$ cat config.mk
export PLATFORM = sky130hd
export DESIGN_NAME = switch_detect_status_regs
export DESIGN_NICKNAME = d
export VERILOG_FILES = /design/src/logic/switch_detect_status_regs.v /design/src/logic/settings_memory.v
export VERILOG_INCLUDE_DIRS = /design/src /design/src/logic
export SDC_FILE = /design/constraint.sdc
export NUM_CORES = 1
export LEC_CHECK = 0
export ABC_AREA = 1
export BUFFER_PORTS_ARGS = -buffer_cell sky130_fd_sc_hd__buf_4
export CAP_MARGIN = 10
export CORE_MARGIN = 4
export CORE_UTILIZATION = 25
export CTS_CLUSTER_DIAMETER = 120
export DETAILED_ROUTE_END_ITERATION = 6
export RECOVER_POWER = 50
export SYNTH_ARGS = -nofsm -noshare
export SYNTH_HDL_FRONTEND = slang
export SYNTH_SLANG_ARGS = --single-unit
$ cat constraint.sdc
create_clock -name clk_in -period 3.55 [get_ports clk_in]
set_input_delay 0.5325 -clock clk_in [delete_from_list [all_inputs] [get_ports clk_in]]
set_output_delay 0.5325 -clock clk_in [all_outputs]
set_load 0.02 [all_outputs]
$ cat src/logic/status_bank_defines.vh
// Constants for the switch-detect status register bank and its serial frame
// Functional notes
// RULE1: Register 0x3 bits 15-0 hold CRC-CCITT over settings, FFFF after reset.
// RULE2: CRC least significant bit sits at bit 0, most significant at bit 15.
// RULE3: Host should compute its own CRC and compare with the check value.
// RULE4: Register 0x4 bit 12 reads 1 when converter self-test found an error.
// RULE5: Bits 11 and 10 flag abnormal current sinks on inputs 3 and 2.
// RULE6: Bits 9 and 8 flag abnormal current sources on inputs 1 and 0.
// RULE7: Supply window fields 7-6 and 5-4 encode below, between, above; 3 unused.
// RULE8: Bit 3 reads 1 while supply is under the under-voltage threshold.
// RULE9: Bit 2 reads 1 while supply is over the over-voltage threshold.
// RULE10: Bit 1 reads 1 while junction temperature exceeds the warning threshold.
// RULE11: Bit 0 reads 1 while junction temperature exceeds the shutdown threshold.
// RULE12: Misc register holds only device conditions; bits 23-13 read zero.
// RULE13: Register 0x5 bit n shows comparator level of input n, 24 inputs.
// RULE14: Status fields are read-only; host writes leave them unchanged.
// RULE15: Frames with other than exactly 32 clocks are dropped, error flag set; a frame with no clocks sets no flag.
// RULE16: Frames use odd parity; frames with even count of ones are dropped.
// RULE17: Any reset returns all registers to defaults and restarts the machines.
// RULE18: Reads have no side effect; status fields track live conditions.
// RULE19: Check value is recomputed after every configuration write.
`ifndef STATUS_BANK_DEFINES_VH
`define STATUS_BANK_DEFINES_VH

`define ADDR_W             6
`define DATA_W             24
`define ADDR_CHECK_VALUE   6'h03
`define ADDR_MISC_STATUS   6'h04
`define ADDR_COMP_LEVELS   6'h05
`define ADDR_CFG_BASE      6'h1A
`define CFG_WORDS          8
`define ADDR_SOFT_RESET    6'h3E

`define CHECK_RESET        16'hFFFF
`define CHECK_POLY         16'h1021
`define MISC_RESET         24'h000000
`define COMP_RESET         24'h000000

`define MISC_ADC_FAULT     12
`define MISC_SINK3         11
`define MISC_SINK2         10
`define MISC_SOURCE1       9
`define MISC_SOURCE0       8
`define MISC_WIN_B_HI      7
`define MISC_WIN_B_LO      6
`define MISC_WIN_A_HI      5
`define MISC_WIN_A_LO      4
`define MISC_SUPPLY_LOW    3
`define MISC_SUPPLY_HIGH   2
`define MISC_THERM_WARN    1
`define MISC_THERM_SHUT    0

`define WIN_BELOW          2'h0
`define WIN_BETWEEN        2'h1
`define WIN_ABOVE          2'h2

`define FRAME_BITS         7'h20
`define FRAME_RW_BIT       31
`define FRAME_ADDR_HI      30
`define FRAME_ADDR_LO      25
`define FRAME_DATA_HI      24
`define FRAME_DATA_LO      1
`define FRAME_ADDR_DONE    7'h06
`define ST_SPI_ERR         31
`define ST_PARITY_ERR      30
`define ST_CHECK_BUSY      29

`endif

$ cat src/logic/switch_detect_status_regs.v
// Status register bank with serial frame port and settings check value
`include "status_bank_defines.vh"
module switch_detect_status_regs #(
    parameter INPUTS  = 24,
    parameter CFG_AW  = 3
) (
    input  wire              clk_in,
    input  wire              reset_in,
    input  wire              cs_n_in,
    input  wire              sclk_in,
    input  wire              mosi_in,
    output reg               miso_out,
    output reg               miso_oe_out,
    output reg               spi_error_out,
    output reg               frame_parity_error_out,
    output reg  [15:0]       check_value_out,
    input  wire              adc_fault_in,
    input  wire              sink3_fault_in,
    input  wire              sink2_fault_in,
    input  wire              source1_fault_in,
    input  wire              source0_fault_in,
    input  wire              supply_window_a_low_in,
    input  wire              supply_window_a_high_in,
    input  wire              supply_window_b_low_in,
    input  wire              supply_window_b_high_in,
    input  wire              supply_low_flag_in,
    input  wire              supply_high_flag_in,
    input  wire              thermal_warning_flag_in,
    input  wire              thermal_shutdown_flag_in,
    input  wire [INPUTS-1:0] comp_level_in
);
    localparam CHK_IDLE  = 2'd0;
    localparam CHK_FETCH = 2'd1;
    localparam CHK_LOAD  = 2'd2;
    localparam CHK_SHIFT = 2'd3;

    // Encodes one supply window from its two threshold comparisons
    function [1:0] window_code;
        input at_low;
        input at_high;
        begin
            if (at_high) begin
                window_code = `WIN_ABOVE;
            end else if (at_low) begin
                window_code = `WIN_BETWEEN;
            end else begin
                window_code = `WIN_BELOW;
            end
        end
    endfunction

    function in_cfg;
        input [`ADDR_W-1:0] a;
        begin
            in_cfg = (a >= `ADDR_CFG_BASE) && (a < `ADDR_CFG_BASE + `CFG_WORDS);
        end
    endfunction

    function [CFG_AW-1:0] cfg_index;
        input [`ADDR_W-1:0] a;
        reg   [`ADDR_W-1:0] d;
        begin
            d = a - `ADDR_CFG_BASE;
            cfg_index = d[CFG_AW-1:0];
        end
    endfunction

    // One message bit into CRC-CCITT, message MSB first
    function [15:0] check_step;
        input [15:0] acc;
        input        bit_in;
        begin
            if (acc[15] ^ bit_in) begin
                check_step = {acc[14:0], 1'b0} ^ `CHECK_POLY;
            end else begin
                check_step = {acc[14:0], 1'b0};
            end
        end
    endfunction

    // Synchronisers for pins and status levels
    reg [2:0]        pin_meta;
    reg [2:0]        pin_sync;
    reg [12:0]       stat_meta;
    reg [12:0]       stat_sync;
    reg [INPUTS-1:0] comp_meta;
    reg [INPUTS-1:0] comp_sync;
    reg              sclk_prev;
    reg              cs_n_prev;

    reg              soft_reset;
    wire             rst = reset_in | soft_reset;

    reg [23:0]       misc_status;
    reg [23:0]       comp_levels;

    reg [31:0]       rx_shift;
    reg [6:0]        bit_count;
    reg [31:0]       tx_word;
    reg              rd_stage1;
    reg              rd_stage2;
    reg              cfg_write;
    reg [CFG_AW-1:0] cfg_waddr;
    reg [23:0]       cfg_wdata;

    reg [1:0]        chk_state;
    reg [15:0]       chk_acc;
    reg [CFG_AW-1:0] chk_idx;
    reg [4:0]        chk_bit;
    reg [23:0]       chk_word;

    wire [23:0]      mem_a_data;
    wire [23:0]      mem_b_data;
    wire [`ADDR_W-1:0] rx_addr = rx_shift[`ADDR_W-1:0];

    wire cs_n_s  = pin_sync[2];
    wire sclk_s  = pin_sync[1];
    wire mosi_s  = pin_sync[0];
    wire sclk_rise = sclk_s & ~sclk_prev & ~cs_n_s;
    wire sclk_fall = ~sclk_s & sclk_prev & ~cs_n_s;
    wire frame_start = cs_n_prev & ~cs_n_s;
    wire frame_end   = ~cs_n_prev & cs_n_s;
    wire chk_busy    = (chk_state != CHK_IDLE);

    wire frame_ok    = (bit_count == `FRAME_BITS) && (^rx_shift);
    wire [`ADDR_W-1:0] f_addr = rx_shift[`FRAME_ADDR_HI:`FRAME_ADDR_LO];

    settings_memory #(
        .WIDTH (`DATA_W),
        .DEPTH (`CFG_WORDS),
        .AW    (CFG_AW)
    ) u_settings (
        .clk_in          (clk_in),
        .clear_in        (rst),
        .write_en_in     (cfg_write),
        .write_addr_in   (cfg_waddr),
        .write_data_in   (cfg_wdata),
        .read_addr_a_in  (chk_idx),
        .read_data_a_out (mem_a_data),
        .read_addr_b_in  (cfg_index(rx_addr)),
        .read_data_b_out (mem_b_data)
    );

    // Read value of one address, no side effects
    function [23:0] read_value;
        input [`ADDR_W-1:0] a;
        begin
            if (a == `ADDR_CHECK_VALUE) begin
                read_value = {8'h00, check_value_out}; // RULE1 RULE2
            end else if (a == `ADDR_MISC_STATUS) begin
                read_value = misc_status;                // RULE18
            end else if (a == `ADDR_COMP_LEVELS) begin
                read_value = comp_levels;
            end else if (in_cfg(a)) begin
                read_value = mem_b_data;
            end else begin
                read_value = 24'h000000;
            end
        end
    endfunction

    always @(posedge clk_in) begin
        if (reset_in) begin
            // Idle pin levels, so no false sclk edge follows reset
            pin_meta  <= 3'h4;
            pin_sync  <= 3'h4;
            stat_meta <= 13'h0000;
            stat_sync <= 13'h0000;
            comp_meta <= {INPUTS{1'b0}};
            comp_sync <= {INPUTS{1'b0}};
            sclk_prev <= 1'b0;
            cs_n_prev <= 1'b1;
        end else begin
            pin_meta  <= {cs_n_in, sclk_in, mosi_in};
            pin_sync  <= pin_meta;
            stat_meta <= {adc_fault_in, sink3_fault_in, sink2_fault_in,
                          source1_fault_in, source0_fault_in,
                          supply_window_b_high_in, supply_window_b_low_in,
                          supply_window_a_high_in, supply_window_a_low_in,
                          supply_low_flag_in, supply_high_flag_in,
                          thermal_warning_flag_in, thermal_shutdown_flag_in};
            stat_sync <= stat_meta;
            comp_meta <= comp_level_in;
            comp_sync <= comp_meta;
            sclk_prev <= sclk_s;
            cs_n_prev <= cs_n_s;
        end
    end

    // Status words follow live conditions every cycle
    always @(posedge clk_in) begin
        if (rst) begin // RULE17
            misc_status <= `MISC_RESET;
            comp_levels <= `COMP_RESET;
        end else begin
            misc_status <= 24'h000000; // RULE12
            misc_status[`MISC_ADC_FAULT] <= stat_sync[12]; // RULE4
            misc_status[`MISC_SINK3]     <= stat_sync[11]; // RULE5
            misc_status[`MISC_SINK2]     <= stat_sync[10]; // RULE5
            misc_status[`MISC_SOURCE1]   <= stat_sync[9];  // RULE6
            misc_status[`MISC_SOURCE0]   <= stat_sync[8];  // RULE6
            misc_status[`MISC_WIN_B_HI:`MISC_WIN_B_LO] <=
                window_code(stat_sync[6], stat_sync[7]);    // RULE7
            misc_status[`MISC_WIN_A_HI:`MISC_WIN_A_LO] <=
                window_code(stat_sync[4], stat_sync[5]);    // RULE7
            misc_status[`MISC_SUPPLY_LOW]  <= stat_sync[3]; // RULE8
            misc_status[`MISC_SUPPLY_HIGH] <= stat_sync[2]; // RULE9
            misc_status[`MISC_THERM_WARN]  <= stat_sync[1]; // RULE10
            misc_status[`MISC_THERM_SHUT]  <= stat_sync[0]; // RULE11
            comp_levels <= comp_sync;                       // RULE13
        end
    end

    // Serial frame engine
    always @(posedge clk_in) begin
        if (rst) begin
            rx_shift               <= 32'h00000000;
            bit_count              <= 7'h00;
            tx_word                <= 32'h00000000;
            rd_stage1              <= 1'b0;
            rd_stage2              <= 1'b0;
            cfg_write              <= 1'b0;
            cfg_waddr              <= {CFG_AW{1'b0}};
            cfg_wdata              <= 24'h000000;
            miso_out               <= 1'b0;
            miso_oe_out            <= 1'b0;
            spi_error_out          <= 1'b0;
            frame_parity_error_out <= 1'b0;
            soft_reset             <= 1'b0;
        end else begin
            cfg_write   <= 1'b0;
            soft_reset  <= 1'b0;
            rd_stage1   <= sclk_rise && (bit_count == `FRAME_ADDR_DONE);
            rd_stage2   <= rd_stage1;
            miso_oe_out <= ~cs_n_s;
            // Data line returns low together with its enable
            if (cs_n_s) begin
                miso_out <= 1'b0;
            end
            if (frame_start) begin
                rx_shift  <= 32'h00000000;
                bit_count <= 7'h00;
                tx_word   <= {spi_error_out, frame_parity_error_out, chk_busy, 29'h0};
                miso_out  <= spi_error_out;
                // Flags are cleared once reported; a new error below still wins
                spi_error_out          <= 1'b0;
                frame_parity_error_out <= 1'b0;
            end
            if (sclk_rise) begin
                rx_shift <= {rx_shift[30:0], mosi_s};
                if (bit_count != 7'h7F) begin
                    bit_count <= bit_count + 7'h01;
                end
            end
            if (rd_stage2) begin
                tx_word[`FRAME_DATA_HI:`FRAME_DATA_LO] <= read_value(rx_addr);
                tx_word[0] <= ~(^{tx_word[31:25], read_value(rx_addr)});
            end
            if (sclk_fall && (bit_count < `FRAME_BITS)) begin
                miso_out <= tx_word[5'd31 - bit_count[4:0]];
            end
            if (frame_end) begin
                if (bit_count != 7'h00 && bit_count != `FRAME_BITS) begin
                    spi_error_out <= 1'b1; // RULE15
                end else if (bit_count == `FRAME_BITS && !(^rx_shift)) begin
                    frame_parity_error_out <= 1'b1; // RULE16
                end else if (frame_ok && rx_shift[`FRAME_RW_BIT]) begin
                    // Status addresses are not writable and fall through here
                    if (in_cfg(f_addr)) begin // RULE14
                        cfg_write <= 1'b1;
                        cfg_waddr <= cfg_index(f_addr);
                        cfg_wdata <= rx_shift[`FRAME_DATA_HI:`FRAME_DATA_LO];
                    end else if (f_addr == `ADDR_SOFT_RESET) begin
                        soft_reset <= 1'b1; // RULE17
                    end
                end
            end
        end
    end

    // Check value walk over all settings words
    always @(posedge clk_in) begin
        if (rst) begin
            chk_state       <= CHK_IDLE;
            chk_acc         <= `CHECK_RESET;
            chk_idx         <= {CFG_AW{1'b0}};
            chk_bit         <= 5'd0;
            chk_word        <= 24'h000000;
            check_value_out <= `CHECK_RESET; // RULE1
        end else if (cfg_write) begin
            chk_state <= CHK_FETCH; // RULE19
            chk_acc   <= `CHECK_RESET;
            chk_idx   <= {CFG_AW{1'b0}};
        end else begin
            case (chk_state)
                CHK_FETCH: begin
                    chk_state <= CHK_LOAD;
                end
                CHK_LOAD: begin
                    chk_word  <= mem_a_data;
                    chk_bit   <= 5'd23;
                    chk_state <= CHK_SHIFT;
                end
                CHK_SHIFT: begin
                    chk_acc  <= check_step(chk_acc, chk_word[23]);
                    chk_word <= {chk_word[22:0], 1'b0};
                    if (chk_bit != 5'd0) begin
                        chk_bit <= chk_bit - 5'd1;
                    end else if (chk_idx == `CFG_WORDS - 1) begin
                        check_value_out <= check_step(chk_acc, chk_word[23]); // RULE2
                        chk_state       <= CHK_IDLE;
                    end else begin
                        chk_idx   <= chk_idx + {{(CFG_AW-1){1'b0}}, 1'b1};
                        chk_state <= CHK_FETCH;
                    end
                end
                default: begin
                    chk_state <= CHK_IDLE;
                end
            endcase
        end
    end
endmodule // switch_detect_status_regs

$ cat src/logic/settings_memory.v
// Configuration word store with two registered read ports
module settings_memory #(
    parameter WIDTH = 24,
    parameter DEPTH = 8,
    parameter AW    = 3
) (
    input  wire             clk_in,
    input  wire             clear_in,
    input  wire             write_en_in,
    input  wire [AW-1:0]    write_addr_in,
    input  wire [WIDTH-1:0] write_data_in,
    input  wire [AW-1:0]    read_addr_a_in,
    output reg  [WIDTH-1:0] read_data_a_out,
    input  wire [AW-1:0]    read_addr_b_in,
    output reg  [WIDTH-1:0] read_data_b_out
);
    reg [WIDTH-1:0] words [0:DEPTH-1];
    integer i;

    always @(posedge clk_in) begin
        if (clear_in) begin
            for (i = 0; i < DEPTH; i = i + 1) begin
                words[i] <= {WIDTH{1'b0}};
            end
            read_data_a_out <= {WIDTH{1'b0}};
            read_data_b_out <= {WIDTH{1'b0}};
        end else begin
            if (write_en_in) begin
                words[write_addr_in] <= write_data_in;
            end
            read_data_a_out <= words[read_addr_a_in];
            read_data_b_out <= words[read_addr_b_in];
        end
    end
endmodule // settings_memory

Yosys cells after proc, flatten, opt, wreduce, memory -nomap -nowiden

Memories as Yosys holds them, arrays and structs flattened. A register that Yosys moved wholly into a read port is not among the register bits.
Index checks and enable logic that the tools add are counted.

Add/subtract/negate cells: 6
$lt $le $gt $ge: 6
Equal/unequal tests: 15
Muxes and demuxes: 47
Bitwise operators: 21
Reductions and logical operators: 29

Operator list:

| kind                  | number |
|---|---|
| $mux W24              | 7 |
| $mux W32              | 2 |
| $mux W25              | 2 |
| $pmux W24 S2          | 1 |
| $reduce_xor A32 Y1    | 1 |
| $reduce_xor A31 Y1    | 1 |
| $reduce_or A24 Y1     | 1 |
| $mux W1               | 23 |
| $mux W7               | 3 |
| $mux W13              | 1 |
| $eq A6 B3 Y1 const B  | 2 |
| $ge A6 B5 Y1 const B  | 2 |
| $lt A6 B6 Y1 const B  | 2 |
| $not A1 Y1            | 12 |
| $pmux W5 S2           | 1 |
| $logic_and A1 B1 Y1   | 8 |
| $reduce_bool A2 Y1    | 4 |
| $add A7 B1 Y7 const B | 1 |
| $eq A7 B3 Y1 const B  | 1 |
| $eq A7 B6 Y1 const B  | 1 |
| $lt A7 B6 Y1 const B  | 1 |
| $ne A7 B6 Y1 const B  | 1 |
| $ne A7 B7 Y1 const B  | 1 |
| $reduce_bool A7 Y1    | 1 |
| 31 further kinds      | 44 |

Register bits after elaboration: 298
Memory bits (writable): 192
Output and inout bits: 20
Logic and storage cells: 159
Memories kept: 1

Memory list:

| name             | depth | width | read ports | clocked after memory_dff | wr ports | line                 | source |
|---|---|---|---|---|---|---|---|
| u_settings.words | 8     | 24    | 2          | 2                        | 8        | settings_memory.v:17 | `reg [WIDTH-1:0] words [0:DEPTH-1];` |

Longest topological paths before layout

Gate-level depths: netlist of the first run.

Depth after elaboration: 11
Depth in mapped cells: 25
Depth with buffers taken out: 22

Cells and area by module

From an unflattened synthesis of the first run, not the netlist that was laid out.

Cell total of the unflattened synthesis: 3,256
Area total of the unflattened synthesis: 24,330.8 µm²

Modules (own cells, without submodules):

| module                    | times used | cells each | area each (µm²) | sequential area each (µm²) |
|---|---|---|---|---|
| settings_memory           | 1          | 1,590      | 12,308.1        | 6,726.5 |
| switch_detect_status_regs | 1          | 1,666      | 12,022.8        | 5,745.5 |

Worst setup path after synthesis of the first run

No wires, ideal clock.

Path kind: reg-to-reg
Start point: register rx_shift[0]
End point: register tx_word[0]
Setup time: 0.130 ns
Data arrival time: 2.658 ns
Slack: 0.761 ns
Cell stages (with the launch flop): 21
Buffers on the path: 4
Clock period less this slack: 2.789 ns
Path through: dfxtp_1 > clkbuf_1 > inv_2 > clkbuf_1 > buf_1 > ha_1 > nand3_4 > nand2_2 > inv_2 > clkbuf_1 > nand4_1 > nand2_1 > nand2_1 > nand2_1 > inv_1 > nand2_1 > nand3_1 > nand2_1 > nand3_2 > nand3_2 > a21oi_2

Cells in the longest elaborated chain, start to end: 11
Elaborated cells between the ends (all ways): 15

RTL lines:

| item                                                   | line                            | source |
|---|---|---|
| start: declaration                                     | switch_detect_status_regs.v:97  | `reg [31:0] rx_shift;` |
| start signal: assignment                               | switch_detect_status_regs.v:250 | `rx_shift <= {rx_shift[30:0], mosi_s};` |
| $ge A6 B5 Y1 (no line) or $lt A6 B6 Y1 (tied branches) | --                              |  |
| $logic_and A1 B1 Y1                                    | switch_detect_status_regs.v:55  | `` in_cfg = (a >= `ADDR_CFG_BASE) && (a < `ADDR_CFG_BASE + `CFG_WORDS); `` |
| $mux W24                                               | switch_detect_status_regs.v:154 | `end else if (in_cfg(a)) begin` |
| $mux W24                                               | switch_detect_status_regs.v:152 | `` end else if (a == `ADDR_COMP_LEVELS) begin `` |
| $mux W24                                               | switch_detect_status_regs.v:150 | `` end else if (a == `ADDR_MISC_STATUS) begin `` |
| $mux W24 *                                             | switch_detect_status_regs.v:148 | `` if (a == `ADDR_CHECK_VALUE) begin `` |
| $mux W24 *                                             | switch_detect_status_regs.v:255 | `if (rd_stage2) begin` |
| $mux W24 *                                             | switch_detect_status_regs.v:216 | `if (rst) begin` |
| $reduce_xor A31 Y1 *                                   | switch_detect_status_regs.v:257 | `tx_word[0] <= ~(^{tx_word[31:25], read_value(rx_addr)});` |
| $not A1 Y1 *                                           | switch_detect_status_regs.v:257 |  |
| $mux W25 *                                             | switch_detect_status_regs.v:255 |  |
| end signal: assignment                                 | switch_detect_status_regs.v:243 | `tx_word <= {spi_error_out, frame_parity_error_out, chk_busy, 29'h0};` |
| end signal: indexed assignment                         | switch_detect_status_regs.v:256 | `` tx_word[`FRAME_DATA_HI:`FRAME_DATA_LO] <= read_value(rx_addr); `` |
| end signal: assignment                                 | switch_detect_status_regs.v:257 |  |
| end: declaration                                       | switch_detect_status_regs.v:99  | `reg [31:0] tx_word;` |

Every way passes the cells marked *; elsewhere a longest branch is shown, timed or not. The select of a mux whose other input is x is not followed.
A chain may end at the register's enable or synchronous reset.

==> results.md, run 1 <==
- Status: finished with violations
- Violated checks: capacitance limit, slew limit
- Crit path top cell by count: nand2_1
- Critical path class: reg -> reg
- Worst path max stage delay: between 0.7 and 0.8 ns
- Worst-skew pair later-pin latency: 0.63 ns
- Switch share: 21.97%
- Die ar.: 97330 um^2
- Worst hold slack: approximately 0.11 ns
- Slowest CP cell: clkbuf_1
- Largest net degree at the start of global routing: around 110
- First-pass DRT Iterations: 6
- Syn Area/Cell: 8.248 um^2
- H-tree depth: 2
- Pint: 0.009928 W
- Final Max Slew Viols: 380
- CTS buffer count: 54
- Synth async-reset ratio: 0%
- Worst Hold Class: in -> reg
- Initial Utilization: between 20% and 30%
- Synthesized flop and latch total: 527
- Post-layout minimum cycle time: around 3.2 ns
- Setup-failing EPs final: 0
- Final wirelength: ~67000 um
- Grt ovf: 0
- CTS Sinks: about 530
- Fin crit share: ~90%
- Layout net count: around 2900
- Nature of the critical path startpoint: flop
- Max_cap viols: 11
- DR WL/cell: 16.74 um
- Slew HR: -30.42%
- Die width: ~310 um
- Die height: 312.0 um
- Post-route design area: 26430 um^2
- Worst vdd ir: about 360 uV
- Worst Tran Pin Value: 1.956 ns
- Via count: between 15000 and 20000
- Clk pwr share: a little under half
- Clock-pin slew on the worst setup and hold paths: 0.06 ns
- Register area: around 12000 um^2
- Routability cong.: roughly 0.84
- GRT Util Overall: 13.42%
- Setup bufs post-CTS: 0
- Number of global-route vias before repair: 17790
- P_leak: 9.824 nW
- Area of the multi-input gates: between 8000 and 9000 um^2
- Syn Inst Count: between 2000 and 3000
- Vias per std cell: 4.671
- Post-synth EDFFs: 192
- Mapped Area: 23100 um^2
- Post-synthesis sequential area ratio: 53.99%
- P&R area growth vs syn: 14.40%
- Hold-fix buffers, CTS: 0
- Post-synth top flop: dfxtp_1
- Pwr/cell area: 481.4 nW/um^2
- Unrepaired setup endpoints after global routing: false
- Iter 0 DRT Violations: 1700
- Logic pwr share: 3.1%
- Reg power frac: about 51%
- Clock Tree Buf Depth: 3
- Ys Warns: 0
- Worst Path Required: 3.77 ns
- # fillers: 9792
- Core Region: 91660 um^2
- CTS root buf: clkbuf_16
- Initial antenna violation count: 3
- P_sw: 0.002795 W
- IO Port Bufs: 61
- Std-Cell Rows: 111
- Placement Cell Area: roughly 25000 um^2
- Syn nets: 2865
- Post-route ant nets: 0
- Worst EP arrival: 3.40 ns
- TritonCTS clock tree: yes
- Residual DRC: 0
- Critical Path End Type: flop
- Global-route wire length before repair: around 100000 um
- PostCTS Resize Cnt: 0
- Layout cells sized above 1: 8.084%
- Fmax: 0.3152 GHz
- Num ports: 62
- Cell Chain, Critical Path: nor2_1 > nand2_1 > nor2_1 > nand2_1 > clkbuf_1 > nand2_1 > clkbuf_1
- Final Hold Fails: 0
- Final HPWL DP: 42250 um
- Unique masters post-synth: 53
- Setup Skew: between 0.02 and 0.03 ns
- Crit path max fanout: 25
- Post-Route Setup TNS: 0 ns
==> state kept, by name, summed over array words and instances (netlist names), 5 cells and up <==
register / flops
bit_count: 7
cfg_wdata: 24
check_value_out: 16
chk_acc: 16
chk_bit: 5
chk_word: 24
comp_levels: 24
comp_meta: 24
comp_sync: 24
misc_status: 13
rx_shift: 32
stat_meta: 13
stat_sync: 13
tx_word: 28
u_settings.read_data_a_out: 24
u_settings.read_data_b_out: 24
u_settings.words: 192
==> Yosys cell counts (2+ instances only) <==
master      n  share of area, %
dfxtp_1   335                29
inv_2      11              0.18
nand3_4     3              0.23
buf_6      10              0.49
nand2_2    13              0.35
a311oi_1    3              0.11
or2_2       3             0.081
nand2_1   529               8.6
buf_1      10              0.16
nor4_1      4              0.11
nand4_1     6              0.16
inv_4       2             0.054
clkbuf_1  139               2.3
xnor2_1    20              0.76
nand3_2     6              0.26
nor3_1      8              0.17
o21ai_2     5              0.19
edfxtp_1  192                25
o21ai_0   233               5.0
nand3_1    85               1.8
clkinv_1   25              0.41
o31ai_1     2             0.065
nand3b_1   13              0.42
o22ai_1     4              0.11
ha_1       22               1.2
a21oi_2     8              0.30
o211ai_1   65               2.1
buf_4       7              0.23
o21a_1      5              0.16
a21oi_1   215               4.7
a31oi_1    71               1.9
inv_1     271               4.4
o21ai_1    20              0.43
nand3b_4    2              0.17
a221oi_1    2             0.076
xor2_1     13              0.49
nand2_4     4              0.19
nor2_1    415               6.7
o21ai_4     3              0.21
a211oi_1    4              0.13
==> through the flow <==
step | worst slack (ns) | total power [W] | utilization (%) | std cells
after floorplan | 0.7611 | 0.006799 | - | 2801
after global placement | 0.6729 | 0.006990 | 27.00 | 3931
after detailed placement | 0.7080 | 0.006993 | 27.00 | 3931
after CTS | 0.6876 | 0.01285 | 29.00 | 4031
after global routing | 0.1937 | 0.01314 | 28.83 | 4031
final | 0.3772 | 0.01272 | 28.83 | 4032
==> power groups by stage <==
| stage | combinational [W] | sequential (W) | clock (W) |
|---|---|---|---|
| floorplan | 0.000222 | 0.00658 | 0 |
| detailed placement | 0.000392 | 0.00660 | 0 |
| CTS | 0.000395 | 0.00647 | 0.00598 |
| global placement | 0.000391 | 0.00660 | 0 |
| global route | 0.000434 | 0.00648 | 0.00622 |
| finish | 0.000390 | 0.00647 | 0.00586 |
==> layout by cell type (no fill, tap or decap), types with 6 or more instances in the layout <==
cell type  synthesis  routed
nand2_1          529     529
nor2_1           415     414
dfxtp_1          335     332
inv_1            271     269
o21ai_0          233     233
a21oi_1          215     215
edfxtp_1         192     192
nand3_1           85      85
a31oi_1           71      71
buf_4              7      70
o211ai_1          65      65
clkbuf_16          0      57
clkbuf_1         139      52
clkinv_1          25      26
ha_1              22      22
xnor2_1           20      20
o21ai_1           20      20
xor2_1            13      13
nand2_2           13      13
nand3b_1          13      13
inv_2             11      11
clkinv_2           1      10
nor3_1             8       9
a21oi_2            8       8
clkbuf_8           0       7
nand4_1            6       6
nand3_2            6       6
==> critical path, delay by kind of cell (launching register included) <==
family	cells	cell delay, ns
buffers and inverters	2	1.44
DFF	1	0.30
and+or+nand+nor	5	1.01
==> kinds of logic (layout without fill, tap and decap cells) <==
kind of cell             after synthesis  in the layout  share of synthesized area [%]
AND/OR/NAND/NOR                     1097           1097                          19.55
AO/OA/AOI/OAI                        644            644                          15.71
flip-flops                           527            527                          53.99
buffers and inverters                478            522                          8.308
XOR/XNOR                              33             33                          1.251
adder cells (fa/ha/maj)               22             22                          1.191
other                                  0              1                              0
==> per-layer routing <==
| layer | global-route usage (%) | share of wire, % | routed length, um |
|---|---|---|---|
| met5 | 0 | 0 | 0 |
| met4 | 5.158 | 3.7 | 2497 |
| met3 | 2.321 | 7.2 | 4889 |
| met2 | 21.33 | 45 | 30210 |
| met1 | 18.26 | 44 | 29880 |
==> area by class of cell <==
class	instances	share of cell area [%]
Inverter	310	4.441
Antenna cell	1	0.009468
Clock inverter	18	0.9042
Multi-Input combinational cell	1796	32.95
Sequential cell	527	47.21
Tap cell	1186	5.615
Timing Repair Buffer	112	2.850
Clock buffer	82	6.017
==> path summary, 6_finish.rpt <==
| kind | startpoint | to | slack, ns | depth (start not counted) |
|---|---|---|---|---|
| max | soft_reset | u_settings.words[1][17] | 0.38 | 7 |
| min | cs_n_in | pin_meta[2] | 0.11 | 2 |
| max reg2reg | soft_reset | u_settings.words[1][17] | 0.38 | 7 |
| min reg2reg | comp_meta[0] | comp_sync[0] | 0.41 | 2 |
Power figures use the tool's default switching activity.
==> inputs of run 2 (changes only) <==
--- a/config.mk
+++ b/config.mk
@@ -9,10 +9,12 @@
 export ABC_AREA = 1
 export BUFFER_PORTS_ARGS = -buffer_cell sky130_fd_sc_hd__buf_4
 export CAP_MARGIN = 10
-export CORE_MARGIN = 4
+export CORE_MARGIN = 1.5
 export CORE_UTILIZATION = 25
 export CTS_CLUSTER_DIAMETER = 120
 export DETAILED_ROUTE_END_ITERATION = 6
+export GPL_TIMING_DRIVEN = 0
+export PLACE_DENSITY_LB_ADDON = 0.2
 export RECOVER_POWER = 50
 export SYNTH_ARGS = -nofsm -noshare
 export SYNTH_HDL_FRONTEND = slang
==> run 2 against run 1 <==
Net effect:
- the run now ends clean
- non-clock buffer count up 119
- first-iteration DRC count increased by 2.3%
- core utilization rose by 0.63 points
- worst hold slack lost 0.027 ns
- sequential cell count stayed put
- wire length rose by 19%
- sequential power barely moved
- register-to-register slack worse by 0.26 ns
- worst setup slack worse by 0.26 ns
- critical endpoint is now u_settings.words[5][8]
- highest routed layer unchanged
==> results.md, run 2 (same netlist as run 1, synthesis figures left out) <==
- Global-route wire length before repair: 118300 um (+14%)
- Placement Cell Area: 25130 um^2 (+1.5%)
- Final HPWL DP: 59510 um (+41%)
- Met3 usage: 2.116% (-0.21 points)
- Final Hold Fails: 0 (unchanged)
- Pwr/cell area: 484.0 nW/um^2 (+0.55%)
- Cells after DPL: 4051 (+3.1%)
- Final Max Slew Viols: 0 (-100%)
- First-pass DRT Iterations: 6 (unchanged)
- GR Util met2: 26.92% (+5.6 points)
- Setup bufs post-CTS: 0 (unchanged)
- TritonCTS clock tree: yes
- Std-Cell Rows: 111 (unchanged)
- CTS Sinks: 527 (unchanged)
- DR WL/cell: 19.39 um (+16%)
- Max_cap viols: 0 (-11)
- Initial Utilization: 25.20% (unchanged)
- Residual DRC: 0 (unchanged)
- Nature of the critical path startpoint: flop
- Final worst slack: 0.1138 ns (-0.2633 ns)
- Core Region: 91660 um^2 (unchanged)
- Hold-fix buffers, CTS: 0 (unchanged)
- Number of global-route vias before repair: 18560 (+4.3%)
- GR Util met1: 22.71% (+4.5 points)
- Die ar.: 94240 um^2 (-3.2%)
- Worst Tran Pin Value: 1.277 ns (-0.6790 ns)
- Worst Path Required: 3.67 ns (-0.10 ns)
- Worst EP arrival: 3.55 ns (+0.15 ns)
- Critical Path End Type: flop
- Largest Register: u_settings.words
- Worst Hold Class: in -> reg
- Setup-failing EPs final: 0 (unchanged)
- Fmax: 0.2910 GHz (-7.7%)
- Critical path class: reg -> reg
- Worst vdd ir: 318.1 uV (-12%)
- IO Port Bufs: 61 (unchanged)
- Post-route ant nets: 0 (unchanged)
- Crit path max fanout: 24 (-4.0%)
- Most frequent cells in the layout: 526 x nand2_1, 414 x nor2_1, 334 x dfxtp_1
- Post-Place Worst Slack: -1.078 ns (-1.786 ns)
- Die height: 307.0 um (-1.6%)
- Vias per std cell: 4.707 (+0.76%)
- Post-layout minimum cycle time: 3.436 ns (+0.2633 ns)
- GRT Util Overall: 16.78% (+3.4 points)
- Num ports: 62 (unchanged)
- Iter 0 DRT Violations: 1739 (+2.3%)
- Antenna diodes: 0 (-1)
- Largest registers: u_settings.words (192), rx_shift (32), tx_word (28)
- H-tree depth: 2 (unchanged)
- Setup Skew: 0.01567 ns (-0.01354 ns)
- Post-route design area: 27000 um^2 (+2.2%)
- Initial antenna violation count: 1 (-2)
- Final Util: 29.46% (+0.63 points)
- CTS root buf: clkbuf_16
- Status: finished clean
- Post-Layout Cell Count: 4156 (+3.1%)
- Clock Tree Buf Depth: 3 (unchanged)
- Via count: 19560 (+3.9%)
- Die width: 307.0 um (-1.6%)
- Final wirelength: 80570 um (+19%)
- Clock-pin slew on the worst setup and hold paths: 0.06 ns (about the same)
- P_leak: 10.01 nW (+1.9%)
- Largest net degree at the start of global routing: 25 (-76%)
- Max reg flops: 192 (unchanged)
- GRT Max-Usage Layer: met2
- Grt ovf: 0 (unchanged)
- Slew HR: 14.19% (+45 points)
- Fin crit share: 96.79% (+7.4 points)
- P&R area growth vs syn: 16.88%
- Layout cells sized above 1: 7.811% (-0.27 points)
- Layout net count: 2987 (+4.3%)
- Unrepaired setup endpoints after global routing: true
- # fillers: 9982 (+1.9%)
- Most common cell after layout, fill and taps aside: nand2_1
- Worst-skew pair later-pin latency: 0.63 ns (about the same)
- Routability cong.: 0.8936 (+6.3%)
- CTS buffer count: 57 (+5.6%)
[run 2: cell count changes in the layout (fill, tap and decap cells not counted), moves of 5 or more]
cell,change
clkbuf_1,+117
buf_4,-22
buf_6,+10
buf_1,+7
clkbuf_16,+5
[run 2: cell type report]
class | instances | area, um^2 | share of cell area, %
sequential | 527 | 12470 | 46.19
multi-input combinational | 1796 | 8721 | 32.30
clock buffer | 84 | 1728 | 6.399
tap | 1186 | 1484 | 5.496
inverter | 310 | 1170 | 4.333
buffer | 167 | 753.2 | 2.789
timing repair buffer | 64 | 465.4 | 1.724
clock inverter | 22 | 207.7 | 0.7692
[run 2: per-stage QoR]
step	TNS (ns)	power (W)	hold WS, ns
after floorplan	0	0.006799	0.3883
after global placement	-218.84	0.007024	0.3945
after detailed placement	-183.80	0.007033	0.3945
after CTS	0	0.01322	0.04194
after global routing	-2.151	0.01349	0.06114
final	0	0.01307	0.08451
[run 2: repair_timing]
action | CTS | global route
pin swaps | 0 | 0
resized for setup | 6 | 6
cloned | 0 | 0
endpoints found under the setup margin | 223 | 75
[run 2: worst paths after layout]
kind | start | endpoint | slack [ns] | cells past startpoint
max | soft_reset | u_settings.words[5][8] | 0.11 | 4
min | cs_n_in | pin_meta[2] | 0.08 | 2
max reg2reg | soft_reset | u_settings.words[5][8] | 0.11 | 4
min reg2reg | pin_meta[1] | pin_sync[1] | 0.40 | 2
[run 2: layer usage]
metal / part of all wire [%] / routed length [um] / up-vias
li1: - / - / 9447
met1: 44 / 35800 / 9304
met2: 45 / 36610 / 644
met3: 6.1 / 4899 / 166
met4: 4.0 / 3261 / 0
met5: 0 / 0 / -
[run 2: worst max-delay path, cell delays in order, from the launching register on]
cell and delay (ns):
dfxtp_1 0.31, nor2_2 0.48, clkbuf_2 0.55, clkbuf_1 0.69, nand2_1 0.86
[run 2: report_power, final]
part / switching, W / internal (W)
sequential: 0.0000637 / 0.00641
clock: 0.00258 / 0.00359
combinational: 0.000305 / 0.000119
total: 0.00295 / 0.0101
==> inputs of run 3 (changes only) <==
--- a/config.mk
+++ b/config.mk
@@ -9,6 +9,8 @@
 export ABC_AREA = 1
 export BUFFER_PORTS_ARGS = -buffer_cell sky130_fd_sc_hd__buf_4
 export CAP_MARGIN = 10
+export CELL_PAD_IN_SITES_DETAIL_PLACEMENT = 2
+export CELL_PAD_IN_SITES_GLOBAL_PLACEMENT = 2
 export CORE_MARGIN = 1.5
 export CORE_UTILIZATION = 25
 export CTS_CLUSTER_DIAMETER = 120
==> constraint.sdc (replaced) <==
create_clock -name clk_in -period 3.55 [get_ports clk_in]
set_input_delay 0 -clock clk_in [delete_from_list [all_inputs] [get_ports clk_in]]
set_output_delay 0 -clock clk_in [all_outputs]
set_load 0.02 [all_outputs]
==> run 3 against run 2 <==
Net effect:
- core utilization increased by 0.71 points
- register-to-register slack improved by 0.04 ns
- die area is the same
- worst setup slack improved by 0.037 ns
- sequential share of layout area decreased by 1.1 points
- non-clock buffer count grew 39
- sequential cell count unchanged
- critical path type unchanged
- largest cell class unchanged
- largest power group is now clock
- highest routed layer unchanged
==> results.md, run 3 (same netlist as run 1, synthesis figures left out) <==
- Max_cap viols: 0 (unchanged)
- Unrepaired setup endpoints after global routing: false
- Hold endpoint: chk_acc[1]
- Post-route design area: 27660 um^2 (+2.4%)
- CTS Sinks: 527 (unchanged)
- CTS buffer count: 66 (+16%)
- Worst Path Required: 3.88 ns (+0.21 ns)
- Worst Hold Class: in -> reg
- Setup Skew: 0.02281 ns (+0.007134 ns)
- Crit path top cell by count: nand2_1
- Post-Route M1 WL: 40300 um (+13%)
- Layout cells sized above 1: 7.876% (+0.064 points)
- DR WL/cell: 22.60 um (+17%)
- Num ports: 62 (unchanged)
- Critical path class: reg -> reg
- Initial Utilization: 25.20% (unchanged)
- Worst R2R End: u_settings.words[3][6]
- Global-route wire length before repair: 141400 um (+20%)
- GRT Util Overall: 20.11% (+3.3 points)
- Largest net degree at the start of global routing: 25 (unchanged)
- CTS root buf: clkbuf_16
- # fillers: 10460 (+4.8%)
- Crit path max fanout: 15 (-38%)
- Nature of the critical path startpoint: flop
- Setup-failing EPs final: 0 (unchanged)
- Residual DRC: 0 (unchanged)
- Final HPWL DP: 72330 um (+22%)
- Setup bufs post-CTS: 0 (unchanged)
- Worst EP arrival: 3.73 ns (+0.18 ns)
- Fin crit share: 95.75% (-1.0 points)
- Grt ovf: 0 (unchanged)
- Highest routed layer: met4
- Clock-pin slew on the worst setup and hold paths: 0.06 ns (about the same)
- Post-route ant nets: 0 (unchanged)
- IO Port Bufs: 61 (unchanged)
- WHS Path Cells: 5 (+3)
- Worst Tran Pin Value: 1.352 ns (+0.07503 ns)
- Initial antenna violation count: 5 (+4)
- Post-Route Setup TNS: 0 ns (unchanged)
- Iter 0 DRT Violations: 892 (-49%)
- Post-layout minimum cycle time: 3.399 ns (-0.03693 ns)
- Hold_sp: reset_in
- Pwr Total: 0.01395 W (+6.7%)
- Die height: 307.0 um (unchanged)
- Via count: 20270 (+3.6%)
- Largest Register: u_settings.words
- Max reg flops: 192 (unchanged)
- Fmax: 0.2942 GHz (+1.1%)
- Post-Place Worst Slack: -0.7361 ns (+0.3418 ns)
- Met2 WL: 47560 um (+30%)
- Layout net count: 3035 (+1.6%)
- Pwr/cell area: 504.5 nW/um^2 (+4.2%)
- Most common cell after layout, fill and taps aside: nand2_1
- Std-Cell Rows: 111 (unchanged)
- Vias per std cell: 4.814 (+2.3%)
- Slowest CP cell: nand2_2
- Final Max Slew Viols: 0 (unchanged)
- Critical Path End Type: flop
- Routability cong.: 0.8645 (-3.3%)
- First-pass DRT Iterations: 5 (-1)
- Die ar.: 94240 um^2 (unchanged)
- Largest registers: u_settings.words (192), rx_shift (32), tx_word (28)
- Metal3 WL: 3553 um (-27%)
- Final worst slack: 0.1508 ns (+0.03693 ns)
- Cell Chain, Critical Path: nor2_2 > nand2_1 > nor2_1 > nand2_1 > clkbuf_1 > nand2_2 > buf_8
- Worst vdd ir: 334.1 uV (+5.1%)
- H-tree depth: 3 (+1)
- Reg2Reg Depth: 7 (+3)
- Final Hold Fails: 0 (unchanged)
- Worst path max stage delay: 0.55 ns (-0.31 ns)
- Status: finished clean
- Core Region: 91660 um^2 (unchanged)
- Final wirelength: 95160 um (+18%)
- Most frequent cells in the layout: 524 x nand2_1, 414 x nor2_1, 334 x dfxtp_1
- Worst hold slack: 0.1002 ns (+0.01572 ns)
- P_leak: 10.30 nW (+3.0%)
- P&R area growth vs syn: 19.71%
- Clock Tree Buf Depth: 3 (unchanged)
- Critical R2R Launch: soft_reset
- Number of global-route vias before repair: 22300 (+20%)
- Die width: 307.0 um (unchanged)
- Worst reg2reg setup slack: 0.15 ns (+0.04 ns)
- TritonCTS clock tree: yes
- Slew HR: 9.846% (-4.3 points)
- Worst-skew pair later-pin latency: 0.62 ns (about the same)
- Placement Cell Area: 25100 um^2 (about the same)
run 3: cell types whose count changed in the layout (fill, tap and decap cells not counted), sizes merged:
cell,change
clkinv,+8
inv,-1
dlygate4sd3,+40
clkinvlp,-1
bufinv,+3
clkbuf,+3
diode,+3
run 3: critical path: cells and delay by family, from the launching register on:
family        cells  cell delay (ns)
buf+inv           2             0.68
simple gates      5             2.09
flops             1             0.30
run 3: how the worst max path moves through the flow:
| stage | start | to | depth (start not counted) |
|---|---|---|---|
| 3_3_place_gp | soft_reset | u_settings.words[2][8] | 4 |
| 6_report | soft_reset | u_settings.words[3][6] | 7 |
| 4_1_cts | rx_shift[1] | tx_word[0] | 20 |
| 5_1_grt | soft_reset | u_settings.words[3][6] | 7 |
| 3_5_place_dp | soft_reset | u_settings.words[6][10] | 5 |
| 2_1_floorplan | rx_shift[0] | tx_word[0] | 20 |
run 3: layer usage:
| metal | vias to the layer above | global-route usage, % |
|---|---|---|
| met2 | 384 | 35.90 |
| met4 | 0 | 7.882 |
| li1 | 9520 | - |
| met5 | - | 0 |
| met1 | 10200 | 24.14 |
| met3 | 171 | 3.039 |
run 3: what timing repair did:
action,CTS,global route
endpoints found under the hold margin,40,0
hold buffers,40,0
endpoints found under the setup margin,223,1
gates resized for setup,13,8
run 3: final cells by class:
cell class | instances | area [um^2] | area share, %
Clock inverter | 31 | 312.8 | 1.131
Multi-Input combinational cell | 1796 | 8708 | 31.49
Antenna cell | 3 | 7.507 | 0.02715
Buffer | 166 | 750.7 | 2.715
Inverter | 310 | 1172 | 4.239
Sequential cell | 527 | 12470 | 45.10
Timing Repair Buffer | 104 | 837.1 | 3.027
Clock buffer | 88 | 1909 | 6.904
Tap cell | 1186 | 1484 | 5.366
run 3: power breakdown:
group          internal (W)  total, W  switching [W]
registers           0.00641   0.00648      0.0000693
logic              0.000145  0.000475       0.000331
clock network       0.00422   0.00699        0.00278
total                0.0108    0.0140        0.00318
run 3: through the flow:
stage / util (%) / instances
3_5_place_dp: 27.38 / 4051
3_3_place_gp: 27.32 / 4048
2_1_floorplan: - / 2801
4_1_cts: 30.27 / 4208
5_1_grt: 30.16 / 4208
6_report: 30.17 / 4211
